`config.mk`:
```
export PLATFORM = sky130hd
export DESIGN_NAME = pdag_top
export DESIGN_NICKNAME = d
export VERILOG_FILES = /design/src/hw/pdag_pkg.sv /design/src/hw/pdag_top.sv
export SDC_FILE = /design/constraint.sdc
export NUM_CORES = 1
export LEC_CHECK = 0
export ABC_CLOCK_PERIOD_IN_PS = 3250
export BUFFER_PORTS_ARGS = -buffer_cell sky130_fd_sc_hd__clkbuf_2
export CAP_MARGIN = 25
export CORE_MARGIN = 3
export CORE_UTILIZATION = 39
export DETAILED_ROUTE_END_ITERATION = 6
export PLACE_DENSITY = 0.78
export SLEW_MARGIN = 15
export SYNTH_ARGS = -nofsm -noshare
export SYNTH_HDL_FRONTEND = slang
export SYNTH_SLANG_ARGS = --single-unit
export TNS_END_PERCENT = 20
```
`constraint.sdc`:
```
create_clock -name clk -period 3.25 [get_ports clk]
set_input_delay 0.1625 -clock clk [delete_from_list [all_inputs] [get_ports clk]]
set_output_delay 0.1625 -clock clk [all_outputs]
set_load 0.005 [all_outputs]
```
`src/hw/pdag_pkg.sv`:
```
// Package: constants and types for the paged data address generator
package pdag_pkg;
	localparam int PAGE_W = 10;
	localparam int EA_W   = 16;
	localparam int PA_W   = 24;
	localparam int PAGE_MSB   = 9;
	localparam int EA_MSB     = 15;
	localparam logic [PAGE_W-1:0] PAGE_RESET = 10'h001;
	localparam logic [PAGE_W-1:0] PAGE_ZERO  = 10'h000;
	localparam logic [PAGE_W-1:0] PAGE_LAST  = 10'h3FF;
	localparam logic [PAGE_W-1:0] PAGE_FIRST = 10'h001;
	localparam logic [PAGE_W-1:0] PAGE_PS0   = 10'h200;
	// Largest pointer step that still carries the page forward
	localparam logic [EA_W-1:0]   SMALL_STEP = 16'h000A;
	// APB register byte addresses
	localparam logic [11:0] ADDR_PAGE   = 12'h000;
	localparam logic [11:0] ADDR_STATUS = 12'h004;
	localparam logic [11:0] ADDR_MASK   = 12'h008;
	localparam logic [11:0] ADDR_LAST   = 12'h00C;
	// Status and mask bit positions
	localparam int ST_TRAP  = 0;
	localparam int ST_WRERR = 1;
	localparam int ST_OVF   = 2;
	localparam int ST_UNF   = 3;
	localparam int ST_W     = 4;
	typedef enum logic [2:0] {
		PDAG_MODE_PLAIN  = 3'h0,
		PDAG_MODE_PRE    = 3'h1,
		PDAG_MODE_POST   = 3'h2,
		PDAG_MODE_OFFSET = 3'h3,
		PDAG_MODE_MODULO = 3'h4,
		PDAG_MODE_BITREV = 3'h5
	} pdag_mode_t;
endpackage : pdag_pkg

```
`src/hw/pdag_top.sv`:
```
// Paged data address generator with APB register access
// Notes on behaviour
// - Page bit 9 and address bit 15 set give page[8:0] over address[14:0].
// - Each page selects one 32-Kbyte window; up to 16 Mbytes overall.
// - Pages 0x200 and above map program space; reads only, writes refused.
// - Page carry only for paged start address with pre/post modify, not offset.
// - Address calculation clears bit 15 on window overflow or underflow.
// - Overflow increments page and sets bit 15.
// - Underflow decrements page and sets bit 15.
// - Offset, modulo, bit-reversed modes wrap in page: set bit 15, page kept.
// - Overflow from page 0x3FF keeps page, bit 15 stays clear.
// - Underflow from 0x001 or 0x200 keeps page, bit 15 clear, base space.
// - Paged access with page 0x000 raises an address error trap.
// - Large offsets do not carry the page forward.
// - Reset sets page register to 0x001.
// - Software write of zero to page register is ignored.
// - Addresses with bit 15 clear always reach base data space.
//
// Chosen here: register access over APB and the address map.
`timescale 1ns/100ps
module pdag_top
	import pdag_pkg::*;
(
	input  wire logic                    clk,
	input  wire logic                    rst_n,
	input  wire logic                    psel,
	input  wire logic                    penable,
	input  wire logic                    pwrite,
	input  wire logic [11:0]             paddr,
	input  wire logic [31:0]             pwdata,
	output logic      [31:0]             prdata,
	output logic                         pready,
	output logic                         pslverr,
	input  wire logic                    acc_valid,
	input  wire logic                    acc_write,
	input  wire logic [2:0]              acc_mode,
	input  wire logic [pdag_pkg::EA_W-1:0] base_address,
	input  wire logic [pdag_pkg::EA_W-1:0] effective_address,
	input  wire logic [pdag_pkg::EA_W-1:0] step_size,
	output logic                         out_valid,
	output logic                         out_program_space,
	output logic [pdag_pkg::PA_W-1:0]    out_address,
	output logic                         address_error_trap,
	output logic                         irq
);
	import pdag_pkg::*;

	////////////////////////////////////////////////////////////////////////
	logic [PAGE_W-1:0] data_read_page_select_q;
	logic [ST_W-1:0]   status_q;
	logic [ST_W-1:0]   mask_q;
	logic [PA_W-1:0]   out_address_q;
	logic              out_valid_q;
	logic              out_ps_q;
	logic              trap_q;

	logic              apb_wr;
	logic              apb_rd;
	logic              in_window;
	logic              modify_mode;
	logic              wrap_mode;
	logic              small_step;
	logic              overflow;
	logic              underflow;
	logic [PAGE_W-1:0] page_d;
	logic [EA_W-1:0]   ea_d;
	logic              trap_d;
	logic              wr_refused;
	logic [ST_W-1:0]   events;
	pdag_mode_t        mode;

	assign mode   = pdag_mode_t'(acc_mode);
	assign apb_wr = psel && penable && pwrite;
	assign apb_rd = psel && penable && !pwrite;
	assign pready = 1'b1;

	////////////////////////////////////////////////////////////////////////
	// Boundary detection: a carry out of the window shows as bit 15 cleared
	assign in_window   = base_address[EA_MSB];
	assign modify_mode = (mode == PDAG_MODE_PRE) || (mode == PDAG_MODE_POST);
	assign wrap_mode   = (mode == PDAG_MODE_OFFSET) || (mode == PDAG_MODE_MODULO)
		|| (mode == PDAG_MODE_BITREV);
	// Step magnitude; either sign counts
	assign small_step  = (step_size <= SMALL_STEP) || ((~step_size + 16'h0001) <= SMALL_STEP);
	// Bit 15 is lost on a crossing, so the direction shows in the low 15 bits only;
	// a step of half the window or more cannot be told apart, hence no carry for it
	assign overflow    = in_window && !effective_address[EA_MSB]
		&& (effective_address[EA_MSB-1:0] < base_address[EA_MSB-1:0]);
	assign underflow   = in_window && !effective_address[EA_MSB]
		&& (effective_address[EA_MSB-1:0] >= base_address[EA_MSB-1:0]);

	always_comb begin
		page_d = data_read_page_select_q;
		ea_d   = effective_address;
		if (acc_valid && (overflow || underflow)) begin
			if (wrap_mode) begin
				ea_d[EA_MSB] = 1'b1;
			end else if (modify_mode && small_step) begin
				if (overflow) begin
					if (data_read_page_select_q != PAGE_LAST) begin
						page_d         = data_read_page_select_q + 10'h001;
						ea_d[EA_MSB]   = 1'b1;
					end
				end else if ((data_read_page_select_q != PAGE_FIRST)
					&& (data_read_page_select_q != PAGE_PS0)) begin
					page_d       = data_read_page_select_q - 10'h001;
					ea_d[EA_MSB] = 1'b1;
				end
			end
		end
	end

	// Paged access needs a nonzero page; bit 15 clear never traps
	assign trap_d     = acc_valid && ea_d[EA_MSB] && (page_d == PAGE_ZERO);
	assign wr_refused = acc_valid && acc_write && ea_d[EA_MSB] && page_d[PAGE_MSB];

	////////////////////////////////////////////////////////////////////////
	// Page register; the access path wins over a software write in the same cycle
	always_ff @(posedge clk) begin
		if (!rst_n) begin
			data_read_page_select_q <= PAGE_RESET;
		end else if (acc_valid && (page_d != data_read_page_select_q)) begin
			data_read_page_select_q <= page_d;
		end else if (apb_wr && (paddr == ADDR_PAGE) && (pwdata[PAGE_W-1:0] != PAGE_ZERO)) begin
			data_read_page_select_q <= pwdata[PAGE_W-1:0];
		end
	end

	// Output address: program window concatenates page over 15 address bits
	always_ff @(posedge clk) begin
		if (!rst_n) begin
			out_address_q <= '0;
			out_ps_q      <= 1'b0;
			out_valid_q   <= 1'b0;
			trap_q        <= 1'b0;
		end else begin
			out_valid_q <= acc_valid && !trap_d && !wr_refused;
			trap_q      <= trap_d;
			if (acc_valid) begin
				if (ea_d[EA_MSB] && page_d[PAGE_MSB]) begin
					out_address_q <= {page_d[PAGE_MSB-1:0], ea_d[EA_MSB-1:0]};
					out_ps_q      <= 1'b1;
				end else if (ea_d[EA_MSB]) begin
					out_address_q <= {page_d[PAGE_MSB-1:0], ea_d[EA_MSB-1:0]};
					out_ps_q      <= 1'b0;
				end else begin
					out_address_q <= {8'h00, ea_d};
					out_ps_q      <= 1'b0;
				end
			end
		end
	end

	assign out_valid          = out_valid_q;
	assign out_program_space  = out_ps_q;
	assign out_address        = out_address_q;
	assign address_error_trap = trap_q;

	////////////////////////////////////////////////////////////////////////
	// Sticky status: a set in the clearing cycle wins
	always_comb begin
		events           = '0;
		events[ST_TRAP]  = trap_d;
		events[ST_WRERR] = wr_refused;
		events[ST_OVF]   = acc_valid && overflow;
		events[ST_UNF]   = acc_valid && underflow;
	end

	always_ff @(posedge clk) begin
		if (!rst_n) begin
			status_q <= '0;
		end else if (apb_wr && (paddr == ADDR_STATUS)) begin
			status_q <= (status_q & ~pwdata[ST_W-1:0]) | events;
		end else begin
			status_q <= status_q | events;
		end
	end

	always_ff @(posedge clk) begin
		if (!rst_n) begin
			mask_q <= '0;
		end else if (apb_wr && (paddr == ADDR_MASK)) begin
			mask_q <= pwdata[ST_W-1:0];
		end
	end

	assign irq = |(status_q & mask_q);

	////////////////////////////////////////////////////////////////////////
	// Read data registered in the setup phase; unmapped reads zero with error
	always_ff @(posedge clk) begin
		if (!rst_n) begin
			prdata <= '0;
		end else if (psel && !penable && !pwrite) begin
			case (paddr)
				ADDR_PAGE:   prdata <= {22'h000000, data_read_page_select_q};
				ADDR_STATUS: prdata <= {28'h0000000, status_q};
				ADDR_MASK:   prdata <= {28'h0000000, mask_q};
				ADDR_LAST:   prdata <= {8'h00, out_address_q};
				default:     prdata <= '0;
			endcase
		end
	end

	always_comb begin
		pslverr = 1'b0;
		if (psel && penable) begin
			pslverr = !((paddr == ADDR_PAGE) || (paddr == ADDR_STATUS)
				|| (paddr == ADDR_MASK) || ((paddr == ADDR_LAST) && apb_rd));
		end
	end
endmodule : pdag_top

```
==> results of run 1 <==
[per-layer routing]
metal  part of all wire  track usage  vias up
met3              0.081       0.0519       29
met1               0.44        0.288     2221
li1                   -            -     2325
met2               0.46        0.336      196
met5                  0            0        -
met4              0.021       0.0577        0
[power by group through the flow]
stage	Clock, mW	Sequential (mW)	Combinational, mW
2_1_floorplan	0	0.888	0.144
3_3_place_gp	0	0.892	0.267
3_5_place_dp	0	0.892	0.270
4_1_cts	0.933	0.873	0.273
5_1_grt	0.981	0.876	0.304
6_report	0.920	0.874	0.275
[cell type report]
class	count	area (sq um)
clock buffers	12	256
clock inverters	4	31.3
fillers	1030	5130
inverters	24	90.1
multi-input cells	425	2850
flip-flops and latches	69	1380
well taps	140	175
repair buffers	191	1120
[kinds of logic (layout without fill, tap and decap cells)]
kind of cell | after synthesis | after routing
simple gates | 217 | 217
fa+ha+maj | 21 | 21
compound gates | 135 | 135
xor+xnor | 9 | 9
flops | 69 | 69
mux | 34 | 34
buf+inv | 66 | 231
other cells | 2 | 9
[final timing paths]
kind         cells past startpoint              to  slack, ns
max                             11     status_q[0]       0.19
min                              3  out_address[2]        0.1
max reg2reg                     11     status_q[0]       0.19
min reg2reg                      2       prdata[4]       0.45
[worst reg2reg max path, delay by kind of cell, from the launching register on]
| family | cells | cell delay, ns |
|---|---|---|
| flops | 1 | 0.32 |
| simple gates | 4 | 1.59 |
| compound gates | 5 | 0.72 |
| buf+inv | 2 | 0.33 |
[sequential cells by signal (all words and copies together) (netlist names)]
| signal | cells |
|---|---|
| out_program_space | 1 |
| prdata | 24 |
| data_read_page_select_q | 10 |
| address_error_trap | 1 |
| mask_q | 4 |
| out_address | 24 |
| status_q | 4 |
| out_valid | 1 |
[layout by cell type (no fill, tap or decap), types with 3 or more instances in the layout]
| master | n |
|---|---|
| nor3b_1 | 5 |
| a311oi_1 | 3 |
| mux2i_1 | 27 |
| o21a_1 | 4 |
| a211oi_1 | 3 |
| a31oi_1 | 3 |
| a22oi_1 | 19 |
| conb_1 | 9 |
| nor3_1 | 11 |
| mux2_2 | 3 |
| clkbuf_16 | 9 |
| o211ai_1 | 4 |
| ha_1 | 21 |
| nand2b_1 | 3 |
| mux4_2 | 4 |
| inv_1 | 23 |
| nor4_1 | 6 |
| and3_1 | 4 |
| or3_1 | 4 |
| or4_1 | 7 |
| nor4_2 | 3 |
| buf_4 | 58 |
| a32oi_1 | 3 |
| nand4_1 | 6 |
| dfxtp_1 | 69 |
| or4_4 | 4 |
| clkbuf_2 | 132 |
| xnor2_1 | 7 |
| nor2_1 | 70 |
| a21oi_1 | 42 |
| nand2_1 | 39 |
| and2_1 | 5 |
| nor2b_1 | 14 |
| nand3_1 | 18 |
| o21ai_0 | 20 |
| a22o_1 | 9 |
[stage by stage]
| stage | total power, mW | TNS [ns] |
|---|---|---|
| 6_report | 2.07 | 0 |
| 5_1_grt | 2.16 | 0 |
| 4_1_cts | 2.08 | 0 |
| 3_5_place_dp | 1.16 | -0.261 |
| 3_3_place_gp | 1.16 | -0.146 |
| 2_1_floorplan | 1.03 | 0 |
==> out/metrics.cfg, run 1 <==
[run_status]
outcome = complete, no violations

[yosys]
syn_avg_cell_area_sq_um = 8.07
synth_compound_area_frac = 0.209
async_flop_share = 0
ys_warn_count = 0
synth_xor_area_frac = 0.0177
synth_ff_type = dfxtp_1
netlist_top_cells_count = 70 x nor2_1, 69 x dfxtp_1, 42 x a21oi_1
yosysSeqAreaShare = 0.309
yosys-mux-area-fraction = 0.0883
synthTopCellsByArea = dfxtp_1 31%, mux2i_1 6.1%, ha_1 5.9%
synth_largest_area_cell = dfxtp_1
synth_top_family_by_area = simple AND/OR/NAND/NOR gates
synth_adder_area_share = 0.0589
synth_cell_types = 70
post-synth-top-area-fraction = 0.309
synth_edf_count = 0
synth_most_common_cell = nor2_1
synthSimpleGateAreaFrac = 0.251
syn_inst = 553
syn_area_sq_um = 4460
synth-seq-cells = 69

[place]
dp_cells = 849
place.gp.congestion = 0.960
postPlaceCellArea_sq_um = 5590
io_buffer_count = 132
dpl.hpwl_mm = 10.9
place_ws_ns = -0.117

[global_route]
grt_pass1_wl_mm = 22.2
grt_pass1_vias = 4558
track_usage = 0.212
antenna_found_initial = 0
grt_max_degree = 59
grt_overflow = 0

[timing]
hold-worst-slack_ns = 0.0989
setup_violations = 0
finClkSkew_ns = 0.00630
worstMarginPinSlew_ns = 0.611
max_slew_margin = 0.592
fin_crit_ns = 3.06
finalWorstSetupSlack_ns = 0.185
fin_crit_sh = 0.943
maxSlewViolCount = 0
rsz0062_at_grt = false
fmax_mhz = 326
finalHoldViolations = 0

[setup_path]
required_ns = 3.48
cp_top_family = simple AND/OR/NAND/NOR gates
endpoint_kind = flip-flop
cp_num_buf_inv = 2
r2r_start = data_read_page_select_q[5]
cpPeakStageDelay_ns = 0.62
slowest_stage = or4b_2
cp_cell_sequence = nor4_2 -> buf_4 -> or2b_4 -> or4b_2 -> o21ai_0 -> o311ai_0 -> o21ai_0 -> a21oi_1 -> buf_4 -> or4_1 -> o41ai_2
critPathLaunchType = flip-flop
crit_start = data_read_page_select_q[5]
path_class = reg2reg
arrival_ns = 3.29
cp_max_fo = 6

[cells_and_area]
final_cells = 865
finalCoreUtilization = 0.535
layout.nets = 843
fin_area_sq_um = 5900
drive_above_1_share = 0.332
area_growth_pct = 32.1
antennaDiodeCount = 0

[clock_network]
cts_tree = yes
cts_setup_buffers = 0
hold_buffers = 0
ctsResizeCount = 0
clk_pin_slew_ns = 0.06
clock_sinks = 69
cts-root-buf = clkbuf_16
htreeDepth = 3
clk_path_buf_depth = 2
cts_made_buffers = 9
clk_latency_ns = 0.32

[die]
dieHeight_um = 113
start_util = 0.405
fp.coreArea_sq_um = 11000
design.die.area_sq_um = 12800
rows = 38
io_pins = 164
die_w_um = 113

[route]
drt_iter0_markers = 397
routed_wl_mm = 13.9
dr.pass1.iters = 7
final_antenna_net_count = 0
via_per_inst = 5.52
num_vias = 4771
post-route-drc-count = 0
wl_per_cell_um = 16.1

[power_and_ir_drop]
power_density_nw_per_um2 = 351
p_int_mw = 1.55
seqPwrFrac = 0.422
sw_frac_of_total = 0.252
p_sw_mw = 0.521
leakagePower_nw = 2.65
ir_drop_mv = 0.291
combinationalPowerShare = 0.133
p_clk_frac = 0.445

[worst_hold_path]
worstHoldStart = effective_address[2]
hold_class = in2reg

[job]
cap_violations = 0

Note: power is estimated with default switching activity, not from simulation.
==> run 2, diff against run 1 <==
BUFFER_PORTS_ARGS = unset   (was -buffer_cell sky130_fd_sc_hd__clkbuf_2)
DONT_BUFFER_PORTS = 1   (was unset)
PLACE_DENSITY = 0.65   (was 0.78)
==> out/metrics.cfg, run 2 (same netlist as run 1, synthesis figures left out) <==
[timing]
fin_crit_ns = 3.11  ; was 3.06 ns
fin_crit_sh = 0.956  ; was 0.943
rsz0062_at_grt = false  ; unchanged
setup_violations = 0  ; unchanged
maxSlewViolCount = 0  ; unchanged
max_slew_margin = 0.502  ; was 0.592
fmax_mhz = 322  ; was 326 MHz
finClkSkew_ns = 0.00669  ; was 0.00630 ns
finalHoldViolations = 1  ; was 0
worstMarginPinSlew_ns = 0.745  ; was 0.611 ns
hold-worst-slack_ns = -0.00110  ; was 0.0989 ns
timing.setup.tns_ns = 0  ; unchanged

[die]
die_w_um = 113  ; unchanged
rows = 38  ; unchanged
start_util = 0.405  ; unchanged
io_pins = 164  ; unchanged
dieHeight_um = 113  ; unchanged
fp.coreArea_sq_um = 11000  ; unchanged
design.die.area_sq_um = 12800  ; unchanged

[worst_hold_path]
worst_hold_path.num_cells = 2  ; was 3
hold_class = in2reg  ; unchanged
whs_endpoint = mask_q[3]  ; was out_address[2]
worstHoldStart = pwdata[3]  ; was effective_address[2]

[setup_path]
endpoint_kind = flip-flop  ; unchanged
path_class = reg2reg  ; unchanged
r2r_start = data_read_page_select_q[2]  ; was data_read_page_select_q[5]
rr_worst_depth = 10  ; was 11
cp_cell_sequence = nor4_4 -> or2b_2 -> or4_1 -> buf_4 -> a21boi_0 -> a22o_1 -> o21ai_0 -> a32oi_1 -> a211o_1 -> o41ai_2  ; was nor4_2 -> buf_4 -> or2b_4 -> or4b_2 -> o21ai_0 -> o311ai_0 -> o21ai_0 -> a21oi_1 -> buf_4 -> or4_1 -> o41ai_2
cp_max_fo = 6  ; unchanged
slowest_stage = or4_1  ; was or4b_2
arrival_ns = 3.35  ; was 3.29 ns
r2r_end = status_q[0]  ; unchanged
cpPeakStageDelay_ns = 0.52  ; was 0.62 ns
r2r_slack_ns = 0.14  ; was 0.19 ns
critPathLaunchType = flip-flop  ; unchanged
required_ns = 3.49  ; was 3.48 ns

[clock_network]
clk_path_buf_depth = 2  ; unchanged
cts_tree = yes  ; unchanged
cts_made_buffers = 9  ; unchanged
cts-root-buf = clkbuf_16  ; unchanged
clock_sinks = 69  ; unchanged
cts_setup_buffers = 0  ; unchanged
clk_latency_ns = 0.33  ; was 0.32 ns
htreeDepth = 3  ; unchanged
clk_pin_slew_ns = 0.06  ; about the same

[cells_and_area]
nFillCells = 1085  ; was 1030
drive_above_1_share = 0.152  ; was 0.332
layout.nets = 719  ; was 843
fin_area_sq_um = 5400  ; was 5900 sq um
seqCellArea_sq_um = 1380  ; unchanged
mostFrequentLayoutCells = 70 x nor2_1, 69 x dfxtp_1, 42 x a21oi_1  ; was 132 x clkbuf_2, 70 x nor2_1, 69 x dfxtp_1
antennaDiodeCount = 0  ; unchanged
multi_input_area_sq_um = 2860  ; was 2850 sq um
final_common_cell = nor2_1  ; was clkbuf_2
area_growth_pct = 21.0  ; was 32.1%
finalCoreUtilization = 0.490  ; was 0.535

[power_and_ir_drop]
seqPwrFrac = 0.414  ; was 0.422
ir_drop_mv = 0.495  ; was 0.291 mV
leakagePower_nw = 2.11  ; was 2.65 nW
power_mw = 2.12  ; was 2.07 mW
p_int_mw = 1.62  ; was 1.55 mW
power_density_nw_per_um2 = 392  ; was 351 nW/um^2
p_sw_mw = 0.495  ; was 0.521 mW
p_clk_frac = 0.491  ; was 0.445
sw_frac_of_total = 0.234  ; was 0.252
combinationalPowerShare = 0.094  ; was 0.133

[route]
num_vias = 4453  ; was 4771
via_per_inst = 6.02  ; was 5.52
wl_met2_mm = 6.55  ; was 6.39 mm
post-route-drc-count = 0  ; unchanged
highest_layer = met4  ; unchanged
wl_per_cell_um = 19.3  ; was 16.1 um
wl_met3_mm = 1.48  ; was 1.13 mm
dr.pass1.iters = 5  ; was 7
wl_met1_mm = 5.91  ; was 6.10 mm
drt_iter0_markers = 376  ; was 397
final_antenna_net_count = 0  ; unchanged
routed_wl_mm = 14.3  ; was 13.9 mm

[global_route]
grt_max_degree = 30  ; was 59
track_usage = 0.216  ; was 0.212
grt_overflow = 0  ; unchanged
grt_pass1_vias = 4239  ; was 4558
grt_pass1_wl_mm = 22.2  ; about the same
antenna_found_initial = 0  ; unchanged

[place]
postPlaceCellArea_sq_um = 4790  ; was 5590 sq um
io_buffer_count = 0  ; was 132
dpl.hpwl_mm = 10.9  ; about the same
place.gp.congestion = 0.962  ; was 0.960

[run_status]
violations = hold timing
outcome = finished, violations left  ; was complete, no violations

[job]
cap_violations = 0  ; unchanged

## run 2: cell types whose count changed in the layout (fill, tap and decap cells not counted), moves of 2 or more
cell | previous run | this run
buf_4 | 58 | 40
bufinv_16 | 0 | 2
clkbuf_2 | 132 | 0
clkbuf_8 | 2 | 0
clkinvlp_4 | 0 | 2
dlygate4sd3_1 | 0 | 26
## run 2: worst max-delay path: cells and delay by family, from the launching register on
family | cells | cell delay [ns]
AO/OA/AOI/OAI | 6 | 1.34
buffers and inverters | 1 | 0.19
flip-flops | 1 | 0.33
AND/OR/NAND/NOR | 3 | 1.16
## run 2: worst max-delay path by stage
stage	start	endpoint	slack, ns
2_1_floorplan	step_size[7]	status_q[0]	0.02
3_3_place_gp	step_size[7]	address_error_trap	-0.05
6_report	data_read_page_select_q[2]	status_q[0]	0.14
4_1_cts	data_read_page_select_q[2]	address_error_trap	0.08
3_5_place_dp	step_size[7]	status_q[0]	-0.10
5_1_grt	data_read_page_select_q[2]	status_q[0]	0.02
## run 2: final cells by class
class,instances,area share
flip-flops and latches,69,0.256
clock buffers,9,0.0417
well taps,140,0.0324
multi-input cells,425,0.529
clock inverters,6,0.0165
repair buffers,67,0.108
inverters,24,0.0167
## run 2: routing by layer
layer | vias up | global-route usage
li1 | 2082 | -
met1 | 2113 | 0.287
met2 | 228 | 0.347
met3 | 30 | 0.0519
met4 | 0 | 0.0689
met5 | - | 0
## run 2: power by group through the flow
stage / Clock, mW / Combinational, mW / Sequential (mW)
2_1_floorplan: 0 / 0.144 / 0.888
3_3_place_gp: 0 / 0.159 / 0.895
3_5_place_dp: 0 / 0.165 / 0.896
4_1_cts: 1.05 / 0.196 / 0.877
5_1_grt: 1.09 / 0.222 / 0.878
6_report: 1.04 / 0.200 / 0.878
## run 2: repair_timing
action | in CTS | in global routing
hold endpoints to repair | 21 | 0
gates resized for setup | 0 | 5
setup endpoints to repair | 0 | 3
hold buffers | 26 | 0
## run 2: metrics by stage
| step | setup WS, ns | std cells |
|---|---|---|
| 4_1_cts | 0.0758 | 740 |
| 5_1_grt | 0.0214 | 740 |
| 3_5_place_dp | -0.101 | 699 |
| 6_report | 0.142 | 740 |
| 3_3_place_gp | -0.0547 | 699 |
| 2_1_floorplan | 0.0187 | 560 |
==> run 3, diff against run 2 <==
PLACE_DENSITY = 0.55   (was 0.65)
==> out/metrics.cfg, run 3 (same netlist as run 1, synthesis figures left out) <==
[route]
routed_wl_mm = 14.4  ; was 14.3 mm
wl_per_cell_um = 19.2  ; was 19.3 um
num_vias = 4397  ; was 4453
dr.pass1.iters = 5  ; unchanged
post-route-drc-count = 0  ; unchanged
drt_iter0_markers = 289  ; was 376
via_per_inst = 5.86  ; was 6.02
final_antenna_net_count = 0  ; unchanged

[clock_network]
clock_sinks = 69  ; unchanged
clk_path_buf_depth = 2  ; unchanged
clk_pin_slew_ns = 0.06  ; about the same
htreeDepth = 3  ; unchanged
cts-root-buf = clkbuf_16  ; unchanged
clk_latency_ns = 0.33  ; about the same
cts_tree = yes  ; unchanged
cts_made_buffers = 9  ; unchanged

[cells_and_area]
mostFrequentLayoutCells = 70 x nor2_1, 69 x dfxtp_1, 45 x buf_4  ; was 70 x nor2_1, 69 x dfxtp_1, 42 x a21oi_1
finalCoreUtilization = 0.501  ; was 0.490
area_growth_pct = 23.9  ; was 21.0%
antennaDiodeCount = 0  ; unchanged
final_cells = 750  ; was 740
layout.nets = 728  ; was 719
drive_above_1_share = 0.166  ; was 0.152
final_common_cell = nor2_1  ; unchanged
fin_area_sq_um = 5530  ; was 5400 sq um
nFillCells = 1056  ; was 1085

[setup_path]
r2r_start = data_read_page_select_q[5]  ; was data_read_page_select_q[2]
r2r_end = status_q[0]  ; unchanged
r2r_slack_ns = 0.12  ; was 0.14 ns
rr_worst_depth = 10  ; unchanged
required_ns = 3.48  ; was 3.49 ns
arrival_ns = 3.37  ; was 3.35 ns
endpoint_kind = flip-flop  ; unchanged
cp_max_fo = 3  ; was 6
critPathLaunchType = flip-flop  ; unchanged
path_class = reg2reg  ; unchanged

[global_route]
grt_max_degree = 35  ; was 30
grt_pass1_vias = 4294  ; was 4239
antenna_found_initial = 0  ; unchanged
grt_pass1_wl_mm = 22.6  ; was 22.2 mm
grt_overflow = 0  ; unchanged
track_usage = 0.221  ; was 0.216

[worst_hold_path]
worst_hold_path.num_cells = 2  ; unchanged
whs_endpoint = mask_q[0]  ; was mask_q[3]
hold_class = in2reg  ; unchanged
worstHoldStart = pwdata[0]  ; was pwdata[3]

[timing]
setup_violations = 0  ; unchanged
fin_crit_sh = 0.964  ; was 0.956
maxSlewViolCount = 0  ; unchanged
rsz0062_at_grt = false  ; unchanged
max_slew_margin = 0.446  ; was 0.502
hold-worst-slack_ns = 0.00127  ; was -0.00110 ns
finalHoldViolations = 0  ; was 1
finClkSkew_ns = 0.0102  ; was 0.00669 ns
fmax_mhz = 319  ; was 322 MHz
fin_crit_ns = 3.13  ; was 3.11 ns
worstMarginPinSlew_ns = 0.829  ; was 0.745 ns

[die]
io_pins = 164  ; unchanged
rows = 38  ; unchanged
die_w_um = 113  ; unchanged
fp.coreArea_sq_um = 11000  ; unchanged
start_util = 0.405  ; unchanged
dieHeight_um = 113  ; unchanged
design.die.area_sq_um = 12800  ; unchanged

[place]
dpl.hpwl_mm = 11.0  ; was 10.9 mm
place.gp.congestion = 0.905  ; was 0.962
io_buffer_count = 0  ; unchanged
dp_cells = 702  ; was 699
postPlaceCellArea_sq_um = 4820  ; was 4790 sq um

[power_and_ir_drop]
ir_drop_mv = 0.260  ; was 0.495 mV
leakagePower_nw = 2.17  ; was 2.11 nW
power_density_nw_per_um2 = 407  ; was 392 nW/um^2

[job]
cap_violations = 0  ; unchanged

[run_status]
outcome = complete, no violations  ; was finished, violations left

[run 3: final cells by class]
class                   count  area, sq um  share of cell area
multi-input cells         425         2870               0.518
flip-flops and latches     69         1380               0.250
repair buffers             76          658               0.119
clock buffers              11          253              0.0457
well taps                 140          175              0.0317
clock inverters             5          106              0.0192
inverters                  24         90.1              0.0163
[run 3: worst max path at each step]
stage	from	end	slack (ns)	cells after the start
3_3_place_gp	step_size[7]	out_valid	-0.05	10
6_report	data_read_page_select_q[5]	status_q[0]	0.12	10
4_1_cts	data_read_page_select_q[2]	status_q[0]	0.004	10
5_1_grt	data_read_page_select_q[5]	status_q[0]	0.03	10
3_5_place_dp	step_size[7]	out_valid	-0.09	10
2_1_floorplan	step_size[7]	status_q[0]	0.02	9
[run 3: metrics by stage]
stage / power, mW / TNS (ns) / setup slack, ns
6_report: 2.25 / 0 / 0.117
5_1_grt: 2.32 / 0 / 0.0304
4_1_cts: 2.26 / 0 / 0.00371
3_3_place_gp: 1.06 / -0.103 / -0.0524
2_1_floorplan: 1.03 / 0 / 0.0187
3_5_place_dp: 1.07 / -0.232 / -0.0879
[run 3: worst max-delay path, stage by stage (launching register included)]
cell       delay (ns)
dfxtp_1          0.32
nor4_2           0.26
buf_4            0.15
or2b_4           0.28
or4_4            0.49
o211ai_1         0.19
a2bb2oi_2        0.26
nor3_2           0.09
or2_1            0.25
or4_4            0.54
o41ai_2          0.21
[run 3: routing by layer]
metal / vias up / part of all wire / GRT usage
met1: 2083 / 0.43 / 0.290
met3: 22 / 0.092 / 0.0572
met2: 194 / 0.47 / 0.365
li1: 2098 / - / -
met5: - / 0 / 0
met4: 0 / 0.016 / 0.0537
[run 3: what timing repair did]
| item | in CTS | in global routing |
|---|---|---|
| hold endpoints to repair | 21 | 0 |
| resized for setup | 3 | 9 |
| hold buffers | 30 | 0 |
| buffers inserted | 0 | 2 |
| endpoints found under the setup margin | 3 | 3 |
| pin swaps | 0 | 5 |
[run 3: report_power, final]
| group | switching, mW | total (mW) | internal (mW) |
|---|---|---|---|
| clock network | 0.370 | 1.16 | 0.793 |
| registers | 0.0182 | 0.878 | 0.860 |
| logic | 0.105 | 0.209 | 0.104 |
